$ cat config.mk
export PLATFORM = sky130hd
export DESIGN_NAME = gpio_p1p3
export DESIGN_NICKNAME = d
export VERILOG_FILES = /design/src/hw/gpio_p1p3.v /design/src/hw/sync2.v
export VERILOG_INCLUDE_DIRS = /design/src /design/src/include
export SDC_FILE = /design/constraint.sdc
export NUM_CORES = 1
export LEC_CHECK = 0
export ABC_AREA = 1
export BUFFER_PORTS_ARGS = -buffer_cell sky130_fd_sc_hd__clkbuf_2
export CAP_MARGIN = 20
export CORE_AREA = 2 2 111 113
export DETAILED_ROUTE_END_ITERATION = 8
export DIE_AREA = 0 0 113 115
export PLACE_DENSITY = 0.87
export SLEW_MARGIN = 20
export SYNTH_ARGS = -nofsm -noshare
export SYNTH_HDL_FRONTEND = slang
export SYNTH_SLANG_ARGS = --single-unit
export TNS_END_PERCENT = 1
$ cat constraint.sdc
create_clock -name CLOCK -period 14.8 [get_ports CLOCK]
set_input_delay 2.96 -clock CLOCK [delete_from_list [all_inputs] [get_ports CLOCK]]
set_output_delay 2.96 -clock CLOCK [all_outputs]
set_load 0.03 [all_outputs]
$ cat src/include/gpio_p1p3_defs.vh
// Register offsets, field positions, reset values and encodings
// for the port 1 / port 3 control block.
// Assumes a 32-bit Avalon-MM slave with byte addresses, one word each.
`ifndef GPIO_P1P3_DEFS_VH
`define GPIO_P1P3_DEFS_VH

// ****************************************
// Register byte offsets
// ****************************************
`define OFS_P1_DATA 6'h00
`define OFS_P1_DIR 6'h04
`define OFS_P1_PINS 6'h08
`define OFS_PORT_CFG 6'h0c
`define OFS_P3_MODE 6'h10
`define OFS_P3_DATA 6'h14
`define OFS_P3_PINS 6'h18
`define OFS_IRQ_EDGE 6'h1c
`define OFS_TCTL0 6'h20
`define OFS_TCTL1 6'h24
`define OFS_TCTL2 6'h28
`define OFS_IRQ_STAT 6'h2c
`define OFS_IRQ_MASK 6'h30
`define OFS_EDGE_SRC 6'h34

// ****************************************
// Field positions
// ****************************************
`define CFG_CMP_OUT 0
`define CFG_P1_PP 1
`define MODE_ANALOG 1
`define EDGE_SEL_LO 6
`define EDGE_SEL_HI 7
`define TCTL0_P34_TMR 0
`define TCTL1_SEL_LO 4
`define TCTL1_SEL_HI 5
`define TCTL2_P35_TMR 0
`define EDGE_SRC_P20 0

// ****************************************
// Reset values
// ****************************************
`define RST_P1_DIR 8'h00
`define RST_PORT_CFG 8'h00
`define RST_BYTE 8'h00
`define RST_IRQ 3'h0
`define RST_P1_OE_N 8'hff
`define RST_PWRDN 1'b1

// ****************************************
// Encodings
// ****************************************
// Edge select, bits 7:6 of the interrupt edge register
`define EDGE_FALL 2'h0
`define EDGE_RISE 2'h1
// Port 3 bit 6 source, timer control one bits 5:4
`define P36_LATCH 2'h0
`define P36_COMBINED 2'h1
`define P36_ANDOR 2'h2

`endif

$ cat src/hw/gpio_p1p3.v
// Port 1 bidirectional and port 3 fixed-function I/O control.
// Assumes one 40 MHz clock, async active-high reset, Avalon-MM
// slave with waitrequest, comparator cells and timers outside.
//
// Local design decisions: the Avalon-MM slave port and the register offsets.
`timescale 1ns/10ps
`default_nettype none
`include "gpio_p1p3_defs.vh"
module gpio_p1p3 (
  input wire CLOCK,
  input wire RST,
  input wire [5:0] AVS_ADDRESS,
  input wire AVS_READ,
  input wire AVS_WRITE,
  input wire [31:0] AVS_WRITEDATA,
  input wire [3:0] AVS_BYTEENABLE,
  output reg [31:0] AVS_READDATA,
  output wire AVS_WAITREQUEST,
  output wire IRQ,
  input wire [7:0] P1_IN,
  output reg [7:0] P1_OUT,
  output reg [7:0] P1_OE_N,
  input wire [3:0] P3_IN,
  output reg [7:4] P3_OUT,
  input wire P20_IN,
  input wire COMPARATOR_A_RAW,
  input wire COMPARATOR_B_RAW,
  output reg COMPARATOR_PWRDN,
  input wire STOP_MODE,
  input wire STOP_RECOVER,
  input wire EIGHT_BIT_TIMER,
  input wire SIXTEEN_BIT_TIMER,
  input wire COMBINED_TIMER,
  input wire ANDOR_OUT,
  output reg TIMER_EDGE_IN,
  output reg INTR_REQ_ZERO,
  output reg INTR_REQ_ONE,
  output reg INTR_REQ_TWO
);

  // ****************************************
  // Synchronizers
  // ****************************************
  wire [7:0] p1_sync;
  wire [3:0] p3_sync;
  wire [2:0] misc_sync;

  sync2 #(.W(8)) u_sync_p1 (
    .CLOCK(CLOCK),
    .RST(RST),
    .D(P1_IN),
    .Q(p1_sync)
  );

  sync2 #(.W(4)) u_sync_p3 (
    .CLOCK(CLOCK),
    .RST(RST),
    .D(P3_IN),
    .Q(p3_sync)
  );

  sync2 #(.W(3)) u_sync_misc (
    .CLOCK(CLOCK),
    .RST(RST),
    .D({P20_IN, COMPARATOR_B_RAW, COMPARATOR_A_RAW}),
    .Q(misc_sync)
  );

  // ****************************************
  // Registers
  // ****************************************
  reg [7:0] p1_data_r;
  reg [7:0] p1_dir_r;
  reg [7:0] port_config_reg;
  reg [7:0] p3_mode_r;
  reg [7:4] p3_data_r;
  reg [7:0] irq_edge_r;
  reg [7:0] timer_ctl_zero;
  reg [7:0] timer_ctl_one;
  reg [7:0] timer_ctl_two;
  reg [2:0] irq_stat_r;
  reg [2:0] irq_stat_nxt;
  reg [2:0] irq_mask_r;
  reg edge_src_r;

  // ****************************************
  // Bus handshake
  // ****************************************
  // One wait cycle per request gives time to register read data,
  // so read data stand from flops at the accepting edge.
  reg ack_r;
  wire req = AVS_READ | AVS_WRITE;
  wire accept = req & ack_r;
  // Only byte lane 0 carries a register; other lanes are ignored
  wire wr_en = AVS_WRITE & accept & AVS_BYTEENABLE[0];
  wire rd_stat = AVS_READ & accept & (AVS_ADDRESS == `OFS_IRQ_STAT);
  wire [7:0] wbyte = AVS_WRITEDATA[7:0];

  assign AVS_WAITREQUEST = req & ~ack_r;

  always @(posedge CLOCK or posedge RST) begin
    if (RST) begin
      ack_r <= 1'b0;
    end else begin
      ack_r <= req & ~ack_r;
    end
  end

  // ****************************************
  // Comparators
  // ****************************************
  wire analog_en = p3_mode_r[`MODE_ANALOG];
  // Results forced low while stopped, so nothing sees a stale edge
  wire cmp_a = misc_sync[0] & analog_en & ~STOP_MODE;
  wire cmp_b = misc_sync[1] & analog_en & ~STOP_MODE;

  always @(posedge CLOCK or posedge RST) begin
    if (RST) begin
      COMPARATOR_PWRDN <= `RST_PWRDN;
    end else begin
      COMPARATOR_PWRDN <= ~analog_en | STOP_MODE;
    end
  end

  // Levels seen on bits 1 and 2: comparator or digital pin
  wire lvl1 = analog_en ? cmp_a : p3_sync[1];
  wire lvl2 = analog_en ? cmp_b : p3_sync[2];
  wire [3:0] p3_view = {p3_sync[3], lvl2, lvl1, p3_sync[0]};

  // ****************************************
  // Edge detection and interrupt requests
  // ****************************************
  reg [3:1] prev_r;
  wire [1:0] edge_sel = irq_edge_r[`EDGE_SEL_HI:`EDGE_SEL_LO];
  wire rise1 = lvl1 & ~prev_r[1];
  wire fall1 = ~lvl1 & prev_r[1];
  wire rise2 = lvl2 & ~prev_r[2];
  wire fall2 = ~lvl2 & prev_r[2];
  wire fall3 = ~p3_sync[3] & prev_r[3];
  reg ev1;
  reg ev2;
  // Switching the level source (pin to comparator, or comparator shut
  // off by stop mode) moves lvl1/lvl2 with no pin edge; that cycle is
  // masked so software sees no spurious interrupt.
  reg [1:0] src_q_r;
  wire [1:0] src_now = {STOP_MODE, analog_en};
  wire src_moved = |(src_now ^ src_q_r);

  // One selector serves both bits; they cannot be set apart
  always @* begin
    case (edge_sel)
      `EDGE_FALL: begin
        ev1 = fall1;
        ev2 = fall2;
      end
      `EDGE_RISE: begin
        ev1 = rise1;
        ev2 = rise2;
      end
      default: begin
        ev1 = rise1 | fall1;
        ev2 = rise2 | fall2;
      end
    endcase
    if (src_moved) begin
      ev1 = 1'b0;
      ev2 = 1'b0;
    end
  end

  // ****************************************
  // Interrupt status
  // ****************************************
  // Status bit n belongs to request n
  wire [2:0] events = {ev1, fall3, ev2};

  always @* begin
    irq_stat_nxt = irq_stat_r;
    if (rd_stat) begin
      // Clear only what the pending read returned; new events win
      irq_stat_nxt = irq_stat_nxt & ~AVS_READDATA[2:0];
    end
    irq_stat_nxt = irq_stat_nxt | events;
  end

  assign IRQ = |(irq_stat_r & irq_mask_r);

  always @(posedge CLOCK or posedge RST) begin
    if (RST) begin
      prev_r <= 3'h0;
      INTR_REQ_ZERO <= 1'b0;
      INTR_REQ_ONE <= 1'b0;
      INTR_REQ_TWO <= 1'b0;
      irq_stat_r <= `RST_IRQ;
      src_q_r <= 2'b00;
    end else begin
      prev_r <= p3_view[3:1];
      src_q_r <= src_now;
      INTR_REQ_ZERO <= ev2;
      INTR_REQ_ONE <= fall3;
      INTR_REQ_TWO <= ev1;
      irq_stat_r <= irq_stat_nxt;
    end
  end

  // ****************************************
  // Register writes
  // ****************************************
  always @(posedge CLOCK or posedge RST) begin
    if (RST) begin
      p1_data_r <= `RST_BYTE;
      p1_dir_r <= `RST_P1_DIR;
      port_config_reg <= `RST_PORT_CFG;
      p3_mode_r <= `RST_BYTE;
      p3_data_r <= 4'h0;
      irq_edge_r <= `RST_BYTE;
      timer_ctl_zero <= `RST_BYTE;
      timer_ctl_one <= `RST_BYTE;
      timer_ctl_two <= `RST_BYTE;
      irq_mask_r <= `RST_IRQ;
      edge_src_r <= 1'b0;
    end else begin
      // Writes land only at the accepting edge
      if (wr_en) begin
        case (AVS_ADDRESS)
          `OFS_P1_DATA: p1_data_r <= wbyte;
          `OFS_P1_DIR: p1_dir_r <= wbyte;
          `OFS_PORT_CFG: port_config_reg <= wbyte;
          `OFS_P3_MODE: p3_mode_r <= wbyte;
          `OFS_P3_DATA: p3_data_r <= wbyte[7:4];
          `OFS_IRQ_EDGE: irq_edge_r <= wbyte;
          `OFS_TCTL0: timer_ctl_zero <= wbyte;
          `OFS_TCTL1: timer_ctl_one <= wbyte;
          `OFS_TCTL2: timer_ctl_two <= wbyte;
          `OFS_IRQ_MASK: irq_mask_r <= wbyte[2:0];
          `OFS_EDGE_SRC: edge_src_r <= wbyte[`EDGE_SRC_P20];
          default: ;
        endcase
      end
      // Recovery overrides a same-cycle direction write
      if (STOP_RECOVER) begin
        p1_dir_r <= `RST_P1_DIR;
      end
    end
  end

  // ****************************************
  // Register reads
  // ****************************************
  reg [7:0] rd_mux;
  // Unmapped offsets read as zero

  always @* begin
    case (AVS_ADDRESS)
      `OFS_P1_DATA: rd_mux = p1_data_r;
      `OFS_P1_DIR: rd_mux = p1_dir_r;
      `OFS_P1_PINS: rd_mux = p1_sync;
      `OFS_PORT_CFG: rd_mux = port_config_reg;
      `OFS_P3_MODE: rd_mux = p3_mode_r;
      `OFS_P3_DATA: rd_mux = {p3_data_r, 4'h0};
      `OFS_P3_PINS: rd_mux = {P3_OUT, p3_view};
      `OFS_IRQ_EDGE: rd_mux = irq_edge_r;
      `OFS_TCTL0: rd_mux = timer_ctl_zero;
      `OFS_TCTL1: rd_mux = timer_ctl_one;
      `OFS_TCTL2: rd_mux = timer_ctl_two;
      `OFS_IRQ_STAT: rd_mux = {5'h00, irq_stat_r};
      `OFS_IRQ_MASK: rd_mux = {5'h00, irq_mask_r};
      `OFS_EDGE_SRC: rd_mux = {7'h00, edge_src_r};
      default: rd_mux = 8'h00;
    endcase
  end

  // Captured on the wait cycle, presented at the accepting edge
  always @(posedge CLOCK or posedge RST) begin
    if (RST) begin
      AVS_READDATA <= 32'h0000_0000;
    end else if (AVS_READ & ~ack_r) begin
      AVS_READDATA <= {24'h00_0000, rd_mux};
    end
  end

  // ****************************************
  // Port 1 pins
  // ****************************************
  wire p1_pp = port_config_reg[`CFG_P1_PP];
  // Open-drain drives only a low; a 1 lets the pin float high
  wire [7:0] p1_drive = p1_dir_r & (p1_pp ? 8'hff : ~p1_data_r);
  // Data and enable reach the pins one cycle after the registers

  always @(posedge CLOCK or posedge RST) begin
    if (RST) begin
      P1_OUT <= 8'h00;
      P1_OE_N <= `RST_P1_OE_N;
    end else begin
      P1_OUT <= p1_data_r;
      P1_OE_N <= ~p1_drive;
    end
  end

  // ****************************************
  // Port 3 outputs
  // ****************************************
  wire cmp_route = port_config_reg[`CFG_CMP_OUT];
  wire [1:0] p36_sel = timer_ctl_one[`TCTL1_SEL_HI:`TCTL1_SEL_LO];
  reg p36_nxt;

  always @* begin
    case (p36_sel)
      `P36_COMBINED: p36_nxt = COMBINED_TIMER;
      `P36_ANDOR: p36_nxt = ANDOR_OUT;
      default: p36_nxt = p3_data_r[6];
    endcase
  end

  // Comparator routing wins over timer and latch on bits 4 and 7
  wire p34_nxt = cmp_route ? cmp_a :
    (timer_ctl_zero[`TCTL0_P34_TMR] ? EIGHT_BIT_TIMER : p3_data_r[4]);
  wire p35_nxt = timer_ctl_two[`TCTL2_P35_TMR] ? SIXTEEN_BIT_TIMER :
    p3_data_r[5];
  wire p37_nxt = cmp_route ? cmp_b : p3_data_r[7];

  // Bits 7..4 are always driven; there is no direction control
  always @(posedge CLOCK or posedge RST) begin
    if (RST) begin
      P3_OUT <= 4'h0;
    end else begin
      P3_OUT <= {p37_nxt, p36_nxt, p35_nxt, p34_nxt};
    end
  end

  // ****************************************
  // Timer edge input
  // ****************************************
  // Registered so the timer sees one clean level per cycle
  always @(posedge CLOCK or posedge RST) begin
    if (RST) begin
      TIMER_EDGE_IN <= 1'b0;
    end else begin
      TIMER_EDGE_IN <= edge_src_r ? misc_sync[2] : lvl1;
    end
  end

endmodule // gpio_p1p3
`default_nettype wire

$ cat src/hw/sync2.v
// Two-flop synchronizer for a bus of independent level inputs.
// Assumes each bit is a slow level; no bus coherency is implied.
`timescale 1ns/10ps
`default_nettype none
module sync2 #(
  parameter W = 1
) (
  input wire CLOCK,
  input wire RST,
  input wire [W-1:0] D,
  output reg [W-1:0] Q
);
  reg [W-1:0] meta_r;

  // First stage feeds only the second stage
  always @(posedge CLOCK or posedge RST) begin
    if (RST) begin
      meta_r <= {W{1'b0}};
      Q <= {W{1'b0}};
    end else begin
      meta_r <= D;
      Q <= meta_r;
    end
  end
endmodule // sync2
`default_nettype wire

* After elaboration in Yosys (flattened, before gate mapping)
Index checks and enable logic that the tools add are counted.
** Word-level totals
- Register bits :: 144
- Output and inout bits :: 59
** Operators by class
- Eq/ne operators :: 16
- Mux-type cells :: 18
- Bitwise logic cells :: 36
- Reductions and logical operators :: 17
** Operator list (count)
- $pmux W8 S14 :: 1
- $eq A6 B6 Y1 const B :: 6
- $mux W8 :: 4
- $eq A6 B5 Y1 const B :: 4
- $reduce_and A2 Y1 :: 11
- $and A1 B1 Y1 :: 16
- $not A8 Y8 :: 2
- $eq A6 B4 Y1 const B :: 2
- $mux W1 :: 9
- $and A8 B8 Y8 :: 1
- $not A1 Y1 :: 8
- $and A3 B3 Y3 :: 2
- $eq A6 B3 Y1 const B :: 1
- $logic_not A6 Y1 :: 1
- $pmux W1 S2 :: 3
- $eq A2 B1 Y1 const B :: 2
- $or A1 B1 Y1 :: 4
- $reduce_bool A2 Y1 :: 2
- $mux W3 :: 1
- $not A3 Y3 :: 1
- $or A3 B3 Y3 :: 1
- $reduce_or A3 Y1 :: 1
- $eq A2 B2 Y1 const B :: 1
- $logic_not A2 Y1 :: 1
- other kinds (2) :: 2

* Logic depth before layout (Yosys ltp)
- Depth in word-level cells :: 9
- Gate-level depth with buffers :: 10

* Modules after synthesis
From an unflattened synthesis, not the netlist that was laid out.
** Second synthesis, totals
- Cells, all modules :: 670
- Area, all modules :: 6339.8 um^2
** Modules (own cells, without submodules)
- gpio_p1p3 :: instances 1, cells each 637, area each 5577.8 um^2, seq. area each 2864.0 um^2
- sync2 (u_sync_p1) :: instances 1, cells each 17, area each 404.1 um^2, seq. area each 400.4 um^2
- sync2 (u_sync_p3) :: instances 1, cells each 9, area each 203.9 um^2, seq. area each 200.2 um^2
- sync2 (u_sync_misc) :: instances 1, cells each 7, area each 153.9 um^2, seq. area each 150.1 um^2

* Worst setup path after synthesis
Ideal clock, no wire load.
- Kind :: input to output
- Start :: input port AVS_READ
- End :: output port AVS_WAITREQUEST
- Arrival time :: 3.412 ns
- Required time :: 11.840 ns
- Slack :: 8.428 ns
- Stages on the path :: 2
- Path through :: nor2_1 nor2_1
** Between the ends
- Word-level cells in the longest chain between the ends :: 2
** Ends and longest elaborated chain
- start, declared :: RTL line gpio_p1p3.v:13 : input wire AVS_READ,
- $or A1 B1 Y1 :: RTL line gpio_p1p3.v:92 : wire req = AVS_READ | AVS_WRITE;
- $and A1 B1 Y1 :: RTL line gpio_p1p3.v:99 : assign AVS_WAITREQUEST = req & ~ack_r;
- end, declared :: RTL line gpio_p1p3.v:18 : output wire AVS_WAITREQUEST,
Every way passes these cells.

* Final worst setup path
Same ends and word-level chain as after synthesis.

==> results.ini <==
[run_status]
status = finished with violations
failed_checks = DRC

[grt]
grt_overflow_total = 0
grt_pass1_vias = 4757
grt_pass1_wl_um = 24720
antenna_found_initial = 0
grt_start_max_net_pins = 87
track_usage_pct = 25.23

[worst_setup_path]
endpoint_kind = primary output
crit_type = input port to primary output
critPathArrivalTime_ns = 3.49
cp-start-kind = input port
cp_max_fo = 5
required_ns = 11.84

[hold_path]
min_path_type = flop to flop

[place]
pre_cts_ws_ns = 8.348
dp.final_hpwl_um = 10540
io_buffers = 74
globalplace.congestion = 0.8979

[synth]
ys_ff_latch = 144
synth_compound_area_share_pct = 8.711
yosys.area_share.simple_pct = 24.99
yosys_most_used_dff = dfrtp_1
synth_top_area_cell = dfrtp_1
avgSynthCellArea_um2 = 9.518
synth_top_family_by_area = simple AND/OR/NAND/NOR gates
syn_area_um2 = 6349
yosysSeqAreaShare_pct = 56.94
synth_fa_ha_area_share_pct = 1.182
yosys_warnings = 0
synth_most_common_cell = nand2_1
synth-async-reset-ratio_pct = 100.0
synth_cell_types = 35
synth_enable_flop_cells = 0
synth_top_area_share_pct = 53.21
synth_mux_area_share_pct = 0.1774
synth_area_leaders = dfrtp_1 53%, nand2_1 14%, dfstp_2 3.7%
synthesis.instances = 667
synthXorXnorAreaFrac_pct = 0
synth_commonest_cells = 229 x nand2_1, 135 x dfrtp_1, 49 x inv_1

[drt]
final_antenna_net_count = 0
wl_per_cell_um = 16.88
remaining_drc_errors = 8
dr.pass1.iters = 7
wl_um = 15380
via_per_inst = 5.351
vias = 4875
drt_iter0_markers = 509

[timing]
slew_headroom_pct = 49.89
slew_viol_final = 0
skew_ns = 0.007380
rsz0062_at_grt = no
min_period_over_period_pct = 43.60
finalWorstSetupSlack_ns = 8.347
tightest_slew_ns = 0.7516
finalSetupViolCount = 0
setup_tns_ns = 0
final_hold_viol_count = 0
fmax_ghz = 0.1550
period_needed_ns = 6.453

[die]
core_um2 = 11810
initial_utilization_pct = 53.75
die_y_um = 115
die_width_um = 113
ios = 126
rows = 40
dieArea_um2 = 13000

[clock_network]
cts_tree = done
numCtsBuffers = 17
post-cts-setup-buffers = 0
htreeDepth = 4
clk_latency_ns = 0.42
path_clk_slew_ns = 0.06
cts.sink_count = 144
cts_resized = 0
hold_buffers = 0
clockRootBuffer = clkbuf_16
cts_buffer_depth = 2

[finish]
nets = 824
drive_above_1_share_pct = 23.17
num-fill-cells = 966
antenna_cells = 0
syn_to_final_growth_pct = 15.27

[pwr]
leakagePower_uw = 0.003872
ir_worst_vdd_v = 0.00008078
power_density_nw_per_um2 = 125.0

[flow_run]
drv_cap = 0

## per-layer routing
| metal | wire length, µm | GRT usage, % | up-vias |
|---|---|---|---|
| met5 | 0 | 0 | - |
| met4 | 452 | 10.81 | 0 |
| met3 | 1195 | 5.693 | 35 |
| met2 | 7505 | 41.20 | 203 |
| met1 | 6222 | 32.85 | 2389 |
| li1 | - | - | 2248 |
## where the power goes
group	leakage, µW	total, µW	switching, µW	internal [µW]
combinational	0.00173	71.1	53.5	17.6
clock	0.000273	422	166	256
sequential	0.00187	421	10.6	411
## worst max-delay path: stages
cell and delay, ns:
clkbuf_2 0.14, nor2_1 0.06, nor2_1 0.11, clkbuf_2 0.22
## cells by family after synthesis
| logic type | after synthesis |
|---|---|
| buffers and inverters | 88 |
| multiplexers | 1 |
| flip-flops | 144 |
| adder cells (fa/ha/maj) | 6 |
| other | 1 |
| AO/OA/AOI/OAI | 91 |
| AND/OR/NAND/NOR | 336 |
## placed cells by master (no fill, tap or decap), types with 2 or more instances in the layout
| cell | instances |
|---|---|
| nor2_1 | 37 |
| dfrtp_1 | 135 |
| nand4_1 | 6 |
| nor2_2 | 2 |
| clkbuf_2 | 74 |
| nand2_2 | 3 |
| o21ai_1 | 36 |
| dfstp_2 | 9 |
| nand2_1 | 229 |
| inv_2 | 3 |
| inv_6 | 2 |
| a21o_1 | 3 |
| inv_1 | 48 |
| nor2_8 | 6 |
| o22ai_1 | 8 |
| clkbuf_16 | 17 |
| o21ai_2 | 20 |
| clkinv_2 | 3 |
| clkbuf_8 | 2 |
| clkinvlp_4 | 6 |
| nor3b_1 | 2 |
| o21ai_0 | 21 |
| nor2_4 | 8 |
| nand2_4 | 10 |
| nand3_1 | 26 |
| nor3_1 | 2 |
| ha_1 | 6 |
| or2_2 | 3 |
| bufinv_16 | 2 |
| conb_1 | 24 |
## cell type report
cell class                 instances  area [µm²]  area share (%)
sequential                       144        3615           49.39
multi-input combinational        458        2316           31.65
clock buffer                      19       452.9           6.189
timing repair buffer              75       377.9           5.163
inverter                          55       235.2           3.214
tap                              147       183.9           2.513
clock inverter                    13       137.6           1.881
## worst paths after layout
kind,startpoint,to,slack (ns),depth (start not counted)
max,AVS_READ,AVS_WAITREQUEST,8.35,4
min,u_sync_p3.meta_r[2]$_DFF_PP0_,u_sync_p3.Q[2]$_DFF_PP0_,0.35,0
max reg2reg,p3_mode_r[1]$_DFFE_PP0P_,irq_stat_r[0]$_DFF_PP0_,13.03,8
min reg2reg,u_sync_p3.meta_r[2]$_DFF_PP0_,u_sync_p3.Q[2]$_DFF_PP0_,0.35,0
max in group asynchronous,RST,AVS_READDATA[4]$_DFFE_PP0P_,10.94,3
min in group asynchronous,RST,u_sync_p1.meta_r[2]$_DFF_PP0_,2.65,2
## metrics by stage
stage	hold slack [ns]	utilization [%]	cells	power (µW)	cell area, µm²
after floorplan	0.3312	-	690	480.2	6435
after global placement	0.3335	56.96	879	495.5	6728
after detailed placement	0.3347	56.96	879	498.3	6728
after CTS	0.3471	61.96	911	917.7	7318
after global routing	0.3547	61.96	911	943.9	7318
final	0.3452	61.96	911	914.7	7318
Note: power is estimated with default switching activity, not from simulation.
